### config.mk
export PLATFORM = sky130hd
export DESIGN_NAME = gfr_result_regs
export DESIGN_NICKNAME = d
export VERILOG_FILES = /design/src/hw/gfr_pkg.sv /design/src/hw/gfr_load_if.sv /design/src/hw/gfr_byte_reg.sv /design/src/hw/gfr_result_regs.sv
export SDC_FILE = /design/constraint.sdc
export NUM_CORES = 1
export LEC_CHECK = 0
export BUFFER_PORTS_ARGS = -buffer_cell sky130_fd_sc_hd__clkbuf_2
export CORE_MARGIN = 1
export CORE_UTILIZATION = 45
export CTS_BUF_LIST = sky130_fd_sc_hd__clkbuf_4 sky130_fd_sc_hd__clkbuf_8
export CTS_CLUSTER_DIAMETER = 40
export DETAILED_ROUTE_END_ITERATION = 6
export GPL_TIMING_DRIVEN = 0
export PLACE_DENSITY = 0.76
export SETUP_SLACK_MARGIN = 0.15
export SLEW_MARGIN = 20
export SYNTH_ARGS = -nofsm -noshare
export SYNTH_HDL_FRONTEND = slang
export SYNTH_SLANG_ARGS = --single-unit
### constraint.sdc
create_clock -name ref_clk -period 1.2 [get_ports ref_clk]
set_input_delay 0.12 -clock ref_clk [delete_from_list [all_inputs] [get_ports ref_clk]]
set_output_delay 0.12 -clock ref_clk [all_outputs]
set_load 0.02 [all_outputs]
### src/hw/gfr_pkg.sv
// Package of offsets, reset values and access types for the gyro and freefall result slice
package gfr_pkg;
  localparam int unsigned ADDR_W = 7;
  localparam int unsigned DATA_W = 8;
  localparam int unsigned REG_COUNT = 7;
  localparam int unsigned IDX_W = 3;

  // ----------------------------------------
  // Register offsets
  // ----------------------------------------
  localparam logic [ADDR_W-1:0] ADDR_RATE_Y_LOW = 7'h14;
  localparam logic [ADDR_W-1:0] ADDR_RATE_Z_HIGH = 7'h15;
  localparam logic [ADDR_W-1:0] ADDR_RATE_Z_LOW = 7'h16;
  localparam logic [ADDR_W-1:0] ADDR_SYNC_STAMP_HIGH = 7'h17;
  localparam logic [ADDR_W-1:0] ADDR_SYNC_STAMP_LOW = 7'h18;
  localparam logic [ADDR_W-1:0] ADDR_FALL_LENGTH_LOW = 7'h1d;
  localparam logic [ADDR_W-1:0] ADDR_FALL_LENGTH_HIGH = 7'h1e;

  // ----------------------------------------
  // Reset values
  // ----------------------------------------
  localparam logic [DATA_W-1:0] RST_RATE_Y_LOW = 8'h00;
  localparam logic [DATA_W-1:0] RST_RATE_Z_HIGH = 8'h80;
  localparam logic [DATA_W-1:0] RST_RATE_Z_LOW = 8'h00;
  localparam logic [DATA_W-1:0] RST_SYNC_STAMP_HIGH = 8'h00;
  localparam logic [DATA_W-1:0] RST_SYNC_STAMP_LOW = 8'h00;
  localparam logic [DATA_W-1:0] RST_FALL_LENGTH_LOW = 8'h00;
  localparam logic [DATA_W-1:0] RST_FALL_LENGTH_HIGH = 8'h00;
  localparam logic [DATA_W-1:0] UNMAPPED_READ = 8'h00;

  // ----------------------------------------
  // Register slot indices
  // ----------------------------------------
  localparam logic [IDX_W-1:0] IDX_RATE_Y_LOW = 3'h0;
  localparam logic [IDX_W-1:0] IDX_RATE_Z_HIGH = 3'h1;
  localparam logic [IDX_W-1:0] IDX_RATE_Z_LOW = 3'h2;
  localparam logic [IDX_W-1:0] IDX_SYNC_STAMP_HIGH = 3'h3;
  localparam logic [IDX_W-1:0] IDX_SYNC_STAMP_LOW = 3'h4;
  localparam logic [IDX_W-1:0] IDX_FALL_LENGTH_LOW = 3'h5;
  localparam logic [IDX_W-1:0] IDX_FALL_LENGTH_HIGH = 3'h6;

  // Serial access type of a register
  typedef enum logic [0:0] {
    GFR_ACC_READ = 1'b0,
    GFR_ACC_SYNCHRONISED_READ_ACCESS = 1'b1
  } gfr_access_t;
endpackage : gfr_pkg

### src/hw/gfr_load_if.sv
// Interface carrying one result byte and its load strobe into a holding register
`timescale 1ns/100ps
`default_nettype none
interface gfr_load_if;
  import gfr_pkg::*;
  logic load;
  logic [DATA_W-1:0] value;
  logic [DATA_W-1:0] held;
  modport src (output load, output value, input held);
  modport dst (input load, input value, output held);
endinterface : gfr_load_if
`default_nettype wire

### src/hw/gfr_byte_reg.sv
// One read-only result byte register with its own reset value
`timescale 1ns/100ps
`default_nettype none
module gfr_byte_reg #(
  parameter logic [gfr_pkg::DATA_W-1:0] RESET_VALUE = 8'h00
) (
  input wire logic ref_clk,
  input wire logic rst,
  gfr_load_if.dst port
);
  import gfr_pkg::*;

  typedef struct packed {
    logic [DATA_W-1:0] value;
  } gfr_byte_state_t;

  gfr_byte_state_t state;
  gfr_byte_state_t next_state;

  // Take a new result only from the producing logic
  always_comb begin
    next_state = state;
    if (port.load) begin
      next_state.value = port.value;
    end
  end

  // Register the state
  always_ff @(posedge ref_clk) begin
    if (rst) begin
      state <= '{value: RESET_VALUE};
    end else begin
      state <= next_state;
    end
  end

  assign port.held = state.value;
endmodule : gfr_byte_reg
`default_nettype wire

### src/hw/gfr_result_regs.sv
// Gyro Y/Z, frame-sync stamp and freefall length result registers with host read port
// How it works
// - Y rate low byte readable at 14h, resets 0x00.
// - Z rate high byte readable at 15h, resets 0x80.
// - Z rate low byte readable at 16h, resets 0x00.
// - Stamp high 17h, low 18h, reset 0x00, synchronised read access only.
// - Fall length bits 7..0 readable at 1Dh, resets 0x00.
// - Fall length bits 15..8 readable at 1Eh, resets 0x00.
// - Fall length counts engine output samples; host scales by sample period.
`timescale 1ns/100ps
`default_nettype none
module gfr_result_regs (
  input wire logic ref_clk,
  input wire logic rst,
  input wire logic [15:0] rate_y_in,
  input wire logic [15:0] rate_z_in,
  input wire logic rate_valid,
  input wire logic [15:0] sync_stamp_in,
  input wire logic sync_stamp_valid,
  input wire logic [15:0] fall_length_count,
  input wire logic fall_length_valid,
  input wire logic reg_rd,
  input wire logic reg_wr,
  input wire logic [gfr_pkg::ADDR_W-1:0] reg_addr,
  input wire logic [gfr_pkg::DATA_W-1:0] reg_wdata,
  input wire gfr_pkg::gfr_access_t reg_access,
  output logic [gfr_pkg::DATA_W-1:0] reg_rdata,
  output logic reg_rvalid,
  output logic reg_hit
);
  import gfr_pkg::*;

  // ----------------------------------------
  // Holding registers
  // ----------------------------------------
  gfr_load_if slot [REG_COUNT] ();
  logic [DATA_W-1:0] held [REG_COUNT];

  // Load strobes come only from producers, never from the host bus
  assign slot[IDX_RATE_Y_LOW].load = rate_valid;
  assign slot[IDX_RATE_Y_LOW].value = rate_y_in[7:0];
  assign slot[IDX_RATE_Z_HIGH].load = rate_valid;
  assign slot[IDX_RATE_Z_HIGH].value = rate_z_in[15:8];
  assign slot[IDX_RATE_Z_LOW].load = rate_valid;
  assign slot[IDX_RATE_Z_LOW].value = rate_z_in[7:0];
  assign slot[IDX_SYNC_STAMP_HIGH].load = sync_stamp_valid;
  assign slot[IDX_SYNC_STAMP_HIGH].value = sync_stamp_in[15:8];
  assign slot[IDX_SYNC_STAMP_LOW].load = sync_stamp_valid;
  assign slot[IDX_SYNC_STAMP_LOW].value = sync_stamp_in[7:0];
  // Sample count stored raw, no scaling to time
  assign slot[IDX_FALL_LENGTH_LOW].load = fall_length_valid;
  assign slot[IDX_FALL_LENGTH_LOW].value = fall_length_count[7:0];
  assign slot[IDX_FALL_LENGTH_HIGH].load = fall_length_valid;
  assign slot[IDX_FALL_LENGTH_HIGH].value = fall_length_count[15:8];

  gfr_byte_reg #(.RESET_VALUE(RST_RATE_Y_LOW)) u_rate_y_low (
    .ref_clk(ref_clk), .rst(rst), .port(slot[IDX_RATE_Y_LOW])
  );
  gfr_byte_reg #(.RESET_VALUE(RST_RATE_Z_HIGH)) u_rate_z_high (
    .ref_clk(ref_clk), .rst(rst), .port(slot[IDX_RATE_Z_HIGH])
  );
  gfr_byte_reg #(.RESET_VALUE(RST_RATE_Z_LOW)) u_rate_z_low (
    .ref_clk(ref_clk), .rst(rst), .port(slot[IDX_RATE_Z_LOW])
  );
  gfr_byte_reg #(.RESET_VALUE(RST_SYNC_STAMP_HIGH)) u_sync_stamp_high (
    .ref_clk(ref_clk), .rst(rst), .port(slot[IDX_SYNC_STAMP_HIGH])
  );
  gfr_byte_reg #(.RESET_VALUE(RST_SYNC_STAMP_LOW)) u_sync_stamp_low (
    .ref_clk(ref_clk), .rst(rst), .port(slot[IDX_SYNC_STAMP_LOW])
  );
  gfr_byte_reg #(.RESET_VALUE(RST_FALL_LENGTH_LOW)) u_fall_length_low (
    .ref_clk(ref_clk), .rst(rst), .port(slot[IDX_FALL_LENGTH_LOW])
  );
  gfr_byte_reg #(.RESET_VALUE(RST_FALL_LENGTH_HIGH)) u_fall_length_high (
    .ref_clk(ref_clk), .rst(rst), .port(slot[IDX_FALL_LENGTH_HIGH])
  );

  // Gather held bytes for the read mux
  for (genvar i = 0; i < REG_COUNT; i++) begin : g_held
    assign held[i] = slot[i].held;
  end

  // ----------------------------------------
  // Host read port
  // ----------------------------------------
  typedef struct packed {
    logic [DATA_W-1:0] rdata;
    logic rvalid;
    logic hit;
  } gfr_port_state_t;

  gfr_port_state_t state;
  gfr_port_state_t next_state;
  logic unused_write;

  // Writes have no path into the holding registers
  assign unused_write = reg_wr ^ (^reg_wdata);

  // Decode address and access type, answer one cycle after the read
  always_comb begin
    next_state = state;
    next_state.rvalid = reg_rd;
    next_state.hit = 1'b0;
    next_state.rdata = UNMAPPED_READ;
    if (reg_rd) begin
      unique case (reg_addr)
        ADDR_RATE_Y_LOW: begin
          next_state.hit = (reg_access == GFR_ACC_READ);
          next_state.rdata = next_state.hit ? held[IDX_RATE_Y_LOW] : UNMAPPED_READ;
        end
        ADDR_RATE_Z_HIGH: begin
          next_state.hit = (reg_access == GFR_ACC_READ);
          next_state.rdata = next_state.hit ? held[IDX_RATE_Z_HIGH] : UNMAPPED_READ;
        end
        ADDR_RATE_Z_LOW: begin
          next_state.hit = (reg_access == GFR_ACC_READ);
          next_state.rdata = next_state.hit ? held[IDX_RATE_Z_LOW] : UNMAPPED_READ;
        end
        ADDR_SYNC_STAMP_HIGH: begin
          next_state.hit = (reg_access == GFR_ACC_SYNCHRONISED_READ_ACCESS);
          next_state.rdata = next_state.hit ? held[IDX_SYNC_STAMP_HIGH] : UNMAPPED_READ;
        end
        ADDR_SYNC_STAMP_LOW: begin
          next_state.hit = (reg_access == GFR_ACC_SYNCHRONISED_READ_ACCESS);
          next_state.rdata = next_state.hit ? held[IDX_SYNC_STAMP_LOW] : UNMAPPED_READ;
        end
        ADDR_FALL_LENGTH_LOW: begin
          next_state.hit = (reg_access == GFR_ACC_READ);
          next_state.rdata = next_state.hit ? held[IDX_FALL_LENGTH_LOW] : UNMAPPED_READ;
        end
        ADDR_FALL_LENGTH_HIGH: begin
          next_state.hit = (reg_access == GFR_ACC_READ);
          next_state.rdata = next_state.hit ? held[IDX_FALL_LENGTH_HIGH] : UNMAPPED_READ;
        end
        default: begin
          next_state.hit = 1'b0;
          next_state.rdata = UNMAPPED_READ;
        end
      endcase
    end
  end

  // Register the read port
  always_ff @(posedge ref_clk) begin
    if (rst) begin
      state <= '{rdata: UNMAPPED_READ, rvalid: 1'b0, hit: 1'b0};
    end else begin
      state <= next_state;
    end
  end

  assign reg_rdata = state.rdata;
  assign reg_rvalid = state.rvalid;
  assign reg_hit = state.hit;
endmodule : gfr_result_regs
`default_nettype wire

# Yosys cells after proc, flatten, opt, wreduce, memory -nomap -nowiden
# Index checks and enable logic that the tools add are counted.
[totals]
regBits = 66
inputBits = 87
out_inout_bits = 10
wordCells = 31
[op_classes]
eq_ne = 7
mux = 9
bitwise_logic = 2
reduce_logical = 3
[op_table]
columns = ["operator", "n"]
rows = [
  ["8-bit two-way mux", 7],
  ["8-bit one-hot mux with 7 select lines", 1],
  ["7-bit by 5-bit equality test with 1-bit output, second input constant", 7],
  ["5-bit OR reduction", 1],
  ["2-bit OR reduction", 2],
  ["1-bit NOT", 2],
  ["1-bit one-hot mux with 2 select lines", 1],
]

# Longest topological paths before layout
# Gate-level depths: netlist of run 1.
[depth]
ltp_word = 3
depth_mapped = 6
ltp_nobuf = 4

# Modules after synthesis
# Synthesis of run 1 repeated with hierarchy kept, for this count alone.
[hier_totals]
hier_cells = 298
area_unflattened_um2 = 2936.6
[modules_own_cells]
columns = ["mod", "instances", "cells_per_inst", "area_each_um2", "seq_area_each_um2"]
rows = [
  ["gfr_byte_reg (u_fall_length_high ...)", 6, 26, 285.3, 160.2],
  ["gfr_result_regs", 1, 116, 934.6, 200.2],
  ["gfr_byte_reg (u_rate_z_high)", 1, 26, 290.3, 160.2],
]

# Least setup slack after synthesis of run 1
# No wires, ideal clock.
[synth_timing]
path_type = "in2reg"
from = "input reg_access"
to = "register state (netlist bit reg_rdata[0])"
t_arrival_ns = 1.018
t_required_ns = 1.070
slack_ns = 0.052
cell_stages = 6
path_buffers = 2
cell_sequence = "buf_2 -> nand4bb_1 -> clkbuf_1 -> o22ai_1 -> a221oi_1 -> a21oi_1"
[synth_between]
elab_chain_cells = 2
elab_cells_between_ends = 8
[synth_rtl]
columns = ["element", "line", "rtl"]
rows = [
  ["start, declared", "gfr_result_regs.sv:26", "input wire gfr_pkg::gfr_access_t reg_access,"],
  ["8-bit two-way mux, or another cell as far along", "gfr_result_regs.sv:133", "next_state.rdata = next_state.hit ? held[IDX_FALL_LENGTH_HIGH] : UNMAPPED_READ;"],
  ["8-bit one-hot mux with 7 select lines *", "gfr_result_regs.sv:106", "unique case (reg_addr)"],
  ["end signal, assigned", "gfr_result_regs.sv:146", "state <= '{rdata: UNMAPPED_READ, rvalid: 1'b0, hit: 1'b0};"],
  ["end signal, assigned", "gfr_result_regs.sv:148", "state <= next_state;"],
  ["end, declared", "gfr_result_regs.sv:92", "gfr_port_state_t state;"],
]
# Every way passes the cells marked *; elsewhere a longest branch is shown, timed or not.
# A chain may end at the register's enable or synchronous reset.

# Worst setup path in the final report of run 1
[layout_timing]
from = "register u_sync_stamp_high.state (netlist bit u_sync_stamp_high.port.held[5])"
to = "register state (netlist bit reg_rdata[5])"
[layout_between]
elab_chain_cells = 2
[layout_rtl]
columns = ["element", "line", "rtl"]
rows = [
  ["start, declared", "gfr_byte_reg.sv:17", "gfr_byte_state_t state;"],
  ["start signal, assigned", "gfr_byte_reg.sv:31", "state <= '{value: RESET_VALUE};"],
  ["start signal, assigned", "gfr_byte_reg.sv:33", "state <= next_state;"],
  ["8-bit two-way mux", "gfr_result_regs.sv:121", "next_state.rdata = next_state.hit ? held[IDX_SYNC_STAMP_HIGH] : UNMAPPED_READ;"],
  ["8-bit one-hot mux with 7 select lines", "gfr_result_regs.sv:106", ""],
]
# No other way between the ends.

==> impl_metrics.csv, run 1 <==
group,metric,value,unit
synth,synth_top_area_share,47.1,%
route,drt_pass1_iterations,4,
critical_path,cp_max_fo,2,
die,rows,28,
clock_tree,h-tree-depth,3,
synth,syn_nets,368,
die,fp.dieArea,6550,um^2
global_route,use_met2,34.5,%
synth,async_flop_share,0,%
power,power,4.76,mW
route,vias_per_cell,5.21,
synth,ys_warn_count,0,
global_route,gr-usage-met1,27.6,%
sta,final-hold-violation-count,0,
die,start_util,47.1,%
power,power.density,1330,nW/um^2
synth,synth_enable_flop_cells,0,
clock_tree,clk_pin_slew,0.07,ns
die,coreArea,5960,um^2
cells_and_area,fin_nets,457,
route,drtAntennaViolNets,0,
global_route,grt.met3_usage,5.17,%
synth,synth_top_area_cell,"dfxtp_1",
sta,finalWorstPathRequiredPeriod,1.13,ns
clock_tree,worstSkewPairLatency,0.34,ns
sta,max_freq,885,MHz
synth,synth_cells,281,
global_route,grt_most_used_layer,"met2",
cells_and_area,final_cell_area,3590,um^2
global_route,grt_pass1_vias,2226,
global_route,grt-ovfl-total,0,
place,place_congestion,0.809,
global_route,antenna_found_initial,0,
sta,slew_headroom,54.0,%
global_route,grt_max_degree,12,
critical_path,crit_arrival,1.35,ns
global_route,grt_pass1_wl,10.3,mm
sta,setup_tns,0,ns
place,hpwl,4.82,mm
route,drtIter0Drc,100,
critical_path,endpoint_kind,"flip-flop",
cells_and_area,final_util,60.3,%
die,fp.dieW,81.0,um
route,avgRoutedWirePerCell,14.8,um
clock_tree,cts_buffers,9,
die,num_io_pins,97,
sta,setup_violations,0,
place,place_area,3320,um^2
run,cap_violations,0,
synth,synth.area.top_cells,"dfxtp_1 (47%), mux2i_1 (25%), nor2_1 (7.8%), buf_6 (1.6%), a221oi_1 (1.6%)",
cells_and_area,drive_above_1_share,31.8,%
cells_and_area,diodes,0,
min_path,worst_hold_path_type,"in2reg",
status,status,"finished clean",
power,ir_worst_vdd,0.768,mV
synth,synth_seq_cells,66,
synth,yosysSeqAreaShare,47.1,%
synth,synth_area,2810,um^2
critical_path,cp-start-kind,"flip-flop",
die,fp.dieH,81.0,um
synth,synth.most_common_cell,"mux2i_1",
synth,yosys_most_used_dff,"dfxtp_1",
power,p_leak,1.68,nW
sta,rsz0062_at_grt,"true",
global_route,grt_usage,21.7,%
cells_and_area,areaGrowthSynthToFinish,28.0,%
synth,netlist_top_cells_count,"mux2i_1 (70), dfxtp_1 (66), nor2_1 (58), nand2_1 (11), clkbuf_1 (9)",
clock_tree,clockRootBuffer,"clkbuf_8",
synth,syn-mean-instance-area,9.98,um^2
synth,synth_cell_types,34,
sta,post-route-period-util,94.1,%
clock_tree,cts_tree,"built",
clock_tree,clock_sinks,66,
route,drc_errors,0,
place,io_buffers,74,
route,vias,2340,
sta,clock_skew,0.00696,ns
clock_tree,cts.path.max_buffers,2,
sta,worst_slew_pin_slew,0.684,ns
critical_path,crit_type,"reg2reg",
route,wirelength,6.64,mm
sta,slew_viol_final,0,
critical_path,crit_required,1.42,ns
sta,whs,0.0198,ns
[path summary, 6_finish.rpt]
| path | start | end | cells past startpoint | slack, ns |
|---|---|---|---|---|
| max | u_sync_stamp_high.port.held[5]$_SDFFE_PP0P_ | reg_rdata[5]$_SDFF_PP0_ | 4 | 0.07 |
| min | sync_stamp_in[14] | u_sync_stamp_high.port.held[6]$_SDFFE_PP0P_ | 3 | 0.02 |
| max reg2reg | u_sync_stamp_high.port.held[5]$_SDFFE_PP0P_ | reg_rdata[5]$_SDFF_PP0_ | 4 | 0.07 |
| min reg2reg | u_sync_stamp_low.port.held[7]$_SDFFE_PP0P_ | reg_rdata[7]$_SDFF_PP0_ | 2 | 0.46 |
[flip-flops by register name, indices dropped and copies added (netlist names)]
| signal | count |
|---|---|
| reg_hit | 1 |
| u_sync_stamp_high.port.held | 8 |
| u_rate_z_low.port.held | 8 |
| u_sync_stamp_low.port.held | 8 |
| u_fall_length_low.port.held | 8 |
| u_rate_z_high.port.held | 8 |
| u_rate_y_low.port.held | 8 |
| reg_rvalid | 1 |
| u_fall_length_high.port.held | 8 |
| reg_rdata | 8 |
[metrics by stage]
step           worst slack (ns)  std cells
3_3_place_gp             -0.246        430
6_report                 0.0707        449
2_1_floorplan             0.127        281
4_1_cts                  0.0740        448
3_5_place_dp             -0.242        430
5_1_grt                  0.0125        449
[cell type report]
cell class | count | area [um^2]
Sequential cell | 66 | 1320
Fill cell | 538 | 2370
Clock inverter | 5 | 55.1
Buffer | 22 | 161
Tap cell | 75 | 93.8
Clock buffer | 10 | 138
Timing Repair Buffer | 78 | 428
Inverter | 2 | 7.51
Multi-Input combinational cell | 191 | 1390
[metal layers]
layer,part of all wire (%),wire [um]
met1,44,2950
met4,1.9,128
met3,5.5,365
met5,0,0
met2,48,3190
[timing repair]
item / in CTS / in global routing
hold endpoints to repair: 1 / 0
setup buffers: 2 / 1
resized for setup: 2 / 6
pin swaps: 0 / 4
endpoints found under the setup margin: 6 / 24
hold buffers: 1 / 0
[cell families after synthesis]
family,synth area share (%)
and+or+nand+nor,15.3
buffers and inverters,4.77
AOI/OAI and AO/OA,7.81
muxes,25.0
DFF,47.1
[cells in the final DEF (no fill, tap or decap), drive strengths merged]
| cell type | n |
|---|---|
| a211o | 1 |
| a21boi | 1 |
| a21oi | 8 |
| a221oi | 5 |
| a311oi | 1 |
| a31o | 1 |
| a31oi | 4 |
| and3 | 1 |
| and4b | 1 |
| buf | 17 |
| bufinv | 1 |
| clkbuf | 92 |
| clkinv | 2 |
| clkinvlp | 2 |
| dfxtp | 66 |
| dlygate4sd3 | 1 |
| inv | 2 |
| mux2i | 70 |
| nand2 | 12 |
| nand2b | 3 |
| nand3 | 3 |
| nand4bb | 2 |
| nor2 | 58 |
| nor2b | 3 |
| nor3b | 1 |
| nor4 | 2 |
| nor4b | 2 |
| o21ai | 3 |
| o21bai | 1 |
| o22ai | 6 |
| o32ai | 1 |
| or3b | 1 |
[critical path: stages (launching register included)]
cell	delay, ns
dfxtp_1	0.32
and4b_1	0.19
a31o_1	0.19
a311oi_2	0.22
a21oi_1	0.10
[power breakdown]
group	leakage, nW	switching (mW)	internal (mW)
Sequential	0.543	0.0598	2.30
Combinational	1.04	0.281	0.294
Clock	0.0941	0.826	0.996
No activity file was read; power rests on OpenSTA's default activity.
==> run 2: changes to the inputs <==
- CORE_ASPECT_RATIO: default -> 1.1
- CORE_MARGIN: 1 -> default
- PLACE_DENSITY: 0.76 -> 0.73
- clock period: 1.2 -> 1.5 ns (I/O delays scaled with it)
==> run 2 against run 1 <==
Against the previous run: wire length down 0.86%; largest cell class unchanged; design area fell by 2.4%; clock skew is 0.0017 ns higher; largest power group unchanged; highest routed layer unchanged; register-to-register slack better by 0.18 ns; via count is 1.4% lower; total power is 16% lower; clock power down 7%; non-clock buffer count down 4.
==> impl_metrics.csv, run 2 (same netlist as run 1, synthesis figures left out) <==
group,metric,value,unit
route,wirelength,6.58,mm
clock_tree,clockRootBuffer,"clkbuf_8",
power,power,4.01,mW
critical_path,crit_required,1.71,ns
critical_path,crit_arrival,1.49,ns
clock_tree,clock_sinks,66,
sta,rsz0062_at_grt,"false",
clock_tree,ctsHoldBuffers,0,
die,start_util,47.7,%
critical_path,cp_max_fo,10,
sta,whs,0.0145,ns
global_route,grt_pass1_vias,2320,
global_route,antenna_found_initial,0,
place,hpwl,4.96,mm
power,power.density,1150,nW/um^2
critical_path,cp-start-kind,"input pin",
clock_tree,post_cts_buffers,0,
clock_tree,worstSkewPairLatency,0.34,ns
route,avgRoutedWirePerCell,14.7,um
route,drt_pass1_iterations,4,
cells_and_area,final_common_cell,"clkbuf_2",
min_path,worst_hold_path_type,"in2reg",
run,cap_violations,0,
place,place_congestion,0.857,
route,vias_per_cell,5.15,
die,coreArea,5880,um^2
cells_and_area,fin_nets,453,
global_route,grt_usage,21.0,%
cells_and_area,diodes,0,
route,vias,2307,
cells_and_area,stdcell_count,448,
sta,worst_slew_pin_slew,0.604,ns
sta,slew_viol_final,0,
cells_and_area,final_util,59.6,%
cells_and_area,most-common-layout-cells,"clkbuf_2 (74), mux2i_1 (70), dfxtp_1 (66)",
sta,setup_violations,0,
global_route,grt_max_degree,12,
power,p_leak,1.64,nW
clock_tree,cts.path.max_buffers,2,
die,rows,29,
clock_tree,cts_tree,"built",
die,fp.dieH,84.8,um
route,drtAntennaViolNets,0,
cells_and_area,drive_above_1_share,29.4,%
sta,clock_skew,0.00870,ns
route,drtIter0Drc,93,
clock_tree,cts-resized-gates,0,
sta,finalWorstPathRequiredPeriod,1.28,ns
route,drc_errors,0,
clock_tree,h-tree-depth,3,
place,io_buffers,74,
status,status,"finished clean",
sta,slew_headroom,59.4,%
global_route,grt_pass1_wl,10.4,mm
global_route,grt-ovfl-total,0,
place,placed_cells,432,
critical_path,endpoint_kind,"flip-flop",
sta,final-hold-violation-count,0,
sta,post-route-period-util,85.1,%
power,ir_worst_vdd,0.631,mV
die,num_io_pins,97,
die,fp.dieW,77.3,um
clock_tree,cts_buffers,9,
sta,max_freq,783,MHz
cells_and_area,areaGrowthSynthToFinish,24.9,%
clock_tree,clk_pin_slew,0.07,ns
die,fp.dieArea,6550,um^2
critical_path,crit_type,"in2reg",
[run 2: final cells by class]
| class | count | area (um^2) |
|---|---|---|
| Buffer | 22 | 126 |
| Fill cell | 553 | 2370 |
| Tap cell | 77 | 96.3 |
| Timing Repair Buffer | 74 | 370 |
| Sequential cell | 66 | 1320 |
| Multi-Input combinational cell | 191 | 1350 |
| Inverter | 2 | 7.51 |
| Clock inverter | 4 | 73.8 |
| Clock buffer | 12 | 159 |
[run 2: per-stage QoR]
| stage | TNS, ns | worst slack [ns] | instance area [um^2] |
|---|---|---|---|
| global route | 0 | 0.156 | 3500 |
| global placement | -0.261 | -0.120 | 3270 |
| floorplan | 0 | 0.322 | 2810 |
| CTS | 0 | 0.234 | 3500 |
| detailed placement | -0.288 | -0.120 | 3270 |
| finish | 0 | 0.223 | 3500 |
[run 2: where the power goes]
| group | internal [mW] | total (mW) | switching (mW) |
|---|---|---|---|
| clock network | 1.05 | 1.70 | 0.651 |
| registers | 1.84 | 1.89 | 0.0464 |
| logic | 0.211 | 0.427 | 0.216 |
| total | 3.10 | 4.01 | 0.914 |
[run 2: metal layers]
layer,part of all wire [%],vias to the layer above,global-route usage (%)
met1,43,1083,24.0
met5,0,-,0
met3,3.6,15,3.59
met4,3.2,0,12.9
li1,-,1152,-
met2,50,57,36.4
[run 2: final timing paths]
path	cells past startpoint	end	from	slack, ns
max	7	reg_rdata[3]$_SDFF_PP0_	reg_addr[3]	0.22
min reg2reg	2	reg_rdata[7]$_SDFF_PP0_	u_sync_stamp_low.port.held[7]$_SDFFE_PP0P_	0.47
max reg2reg	4	reg_rdata[5]$_SDFF_PP0_	u_sync_stamp_high.port.held[5]$_SDFFE_PP0P_	0.25
min	2	u_rate_z_high.port.held[7]$_SDFFE_PP1P_	rate_z_in[15]	0.01
[run 2: critical path: stages]
cell and delay (ns):
clkbuf_2 0.17, buf_6 0.19, buf_6 0.18, mux2i_1 0.24, o22ai_1 0.14, a221oi_1 0.28
a21oi_1 0.13
==> run 3: changes to the inputs <==
- CELL_PAD_IN_SITES_DETAIL_PLACEMENT: default -> 1
- CELL_PAD_IN_SITES_GLOBAL_PLACEMENT: default -> 2
- CORE_UTILIZATION: 45 -> 33
- PLACE_DENSITY: 0.73 -> default
- PLACE_DENSITY_LB_ADDON: default -> 0.1
==> run 3 against run 2 <==
Against the previous run: largest cell class unchanged; worst hold slack improved by 0.011 ns; count of clock-buffer cells in the layout is 2 lower; design area grew 1.1%; sequential share of layout area is 0.41 points lower; highest routed layer unchanged; non-clock buffer count is the same; via count fell by 2.4%; total power is 0.29% lower; largest power group unchanged.
==> impl_metrics.csv, run 3 (same netlist as run 1, synthesis figures left out) <==
group,metric,value,unit
power,ir_worst_vdd,0.408,mV
cells_and_area,final_common_cell,"clkbuf_2",
place,io_buffers,74,
power,power_switching,0.964,mW
route,drtIter0Drc,79,
global_route,grt_max_degree,13,
sta,slew_viol_final,0,
sta,clock_skew,0.00469,ns
cells_and_area,diodes,0,
global_route,grt_pass1_vias,2336,
critical_path,cp-start-kind,"input pin",
route,avgRoutedWirePerCell,15.0,um
die,fp.dieH,98.7,um
cells_and_area,stdcell_count,479,
sta,whs,0.0255,ns
clock_tree,cts_tree,"built",
clock_tree,clk_pin_slew,0.08,ns
global_route,grt_usage,17.3,%
route,vias_per_cell,4.70,
power,pwr-share-seq,47.2,%
cells_and_area,fin_nets,453,
clock_tree,clockRootBuffer,"clkbuf_8",
cells_and_area,most-common-layout-cells,"clkbuf_2 (74), mux2i_1 (70), dfxtp_1 (66)",
power,power,4.00,mW
clock_tree,cts.path.max_buffers,2,
clock_tree,h-tree-depth,3,
sta,max_freq,809,MHz
critical_path,slowest_stage,"clkbuf_1",
global_route,grt-ovfl-total,0,
power,power.density,1130,nW/um^2
critical_path,crit_arrival,1.44,ns
power,p_sw_share,24.1,%
die,rows,34,
sta,setup_violations,0,
place,pre_cts_ws,-0.102,ns
route,drt_pass1_iterations,4,
clock_tree,worstSkewPairLatency,0.33,ns
global_route,grt_pass1_wl,12.0,mm
critical_path,crit_required,1.70,ns
critical_path,max_stage_delay,0.36,ns
clock_tree,cts_buffers,9,
sta,slew_headroom,54.9,%
critical_path,endpoint_kind,"flip-flop",
cells_and_area,fill_cells,968,
die,fp.dieW,89.9,um
clock_tree,clock_sinks,66,
power,p_leak,1.64,nW
critical_path,path_cells,"buf_2 > nand4bb_1 > clkbuf_1 > o22ai_1 > a221oi_1 > a21oi_1",
place,hpwl,5.49,mm
power,clock_power_share,42.0,%
die,fp.dieArea,8870,um^2
route,drtAntennaViolNets,0,
global_route,antenna_found_initial,0,
die,coreArea,8080,um^2
sta,final-hold-violation-count,0,
run,cap_violations,0,
power,p_int,3.04,mW
sta,finalWorstPathRequiredPeriod,1.24,ns
sta,layout_setup_ws,0.265,ns
route,vias,2251,
critical_path,cp_max_fo,10,
place,place_congestion,0.770,
route,drc_errors,0,
sta,worst_slew_pin_slew,0.671,ns
die,num_io_pins,97,
sta,post-route-period-util,82.4,%
power,combPwrFrac,10.8,%
clock_tree,ctsHoldBuffers,0,
die,start_util,34.7,%
place,placed_cells,463,
min_path,worst_hold_path_type,"in2reg",
status,status,"finished clean",
clock_tree,post_cts_buffers,0,
sta,rsz0062_at_grt,"false",
critical_path,crit_type,"in2reg",
cells_and_area,drive_above_1_share,29.6,%
cells_and_area,areaGrowthSynthToFinish,26.3,%
route,wirelength,7.21,mm
==> run 3: per-layer routing <==
metal | wire length (um) | track usage (%)
met2 | 3270 | 28.6
met5 | 0 | 0
met3 | 266 | 3.01
met1 | 3600 | 22.9
met4 | 68 | 5.96
==> run 3: worst paths after layout <==
path / from / end / slack (ns) / depth (start not counted)
worst min register to register: u_sync_stamp_low.port.held[2]$_SDFFE_PP0P_ / reg_rdata[2]$_SDFF_PP0_ / 0.45 / 2
worst max-delay path: reg_access / reg_rdata[0]$_SDFF_PP0_ / 0.26 / 6
worst min-delay path: rate_z_in[15] / u_rate_z_high.port.held[7]$_SDFFE_PP1P_ / 0.03 / 2
worst max register to register: u_sync_stamp_high.port.held[5]$_SDFFE_PP0P_ / reg_rdata[5]$_SDFF_PP0_ / 0.28 / 4
==> run 3: worst max-delay path, delay by kind of cell <==
kind,cells,cell delay (ns)
buf+inv,2,0.54
compound gates,3,0.60
simple gates,1,0.14
==> run 3: area by class of cell <==
type / instances / area [um^2] / share of cell area [%]
repair buffers: 74 / 370 / 10.5
clock inverters: 6 / 88.8 / 2.51
flip-flops and latches: 66 / 1320 / 37.3
well taps: 108 / 135 / 3.81
multi-input cells: 191 / 1360 / 38.3
clock buffers: 10 / 138 / 3.88
plain buffers: 22 / 126 / 3.57
inverters: 2 / 7.51 / 0.212
==> run 3: power by group through the flow <==
stage                     clock network (mW)  logic (mW)  registers [mW]
after global routing                    1.82       0.479            1.90
after global placement                     0       0.433            1.93
after detailed placement                   0       0.440            1.93
after floorplan                            0       0.275            1.92
final                                   1.68       0.433            1.89
after CTS                               1.73       0.441            1.89
==> run 3: what timing repair did <==
| item | in CTS | in global routing |
|---|---|---|
| endpoints found under the setup margin | 0 | 1 |
| gates resized for setup | 0 | 1 |
| endpoints found under the hold margin | 0 | 0 |
==> run 3: per-stage QoR <==
step / area, um^2 / utilization (%) / TNS (ns)
finish: 3540 / 43.8 / 0
global route: 3540 / 43.8 / 0
CTS: 3540 / 43.8 / 0
detailed placement: 3310 / 41.0 / -0.518
global placement: 3310 / 41.0 / -0.723
floorplan: 2810 / - / 0
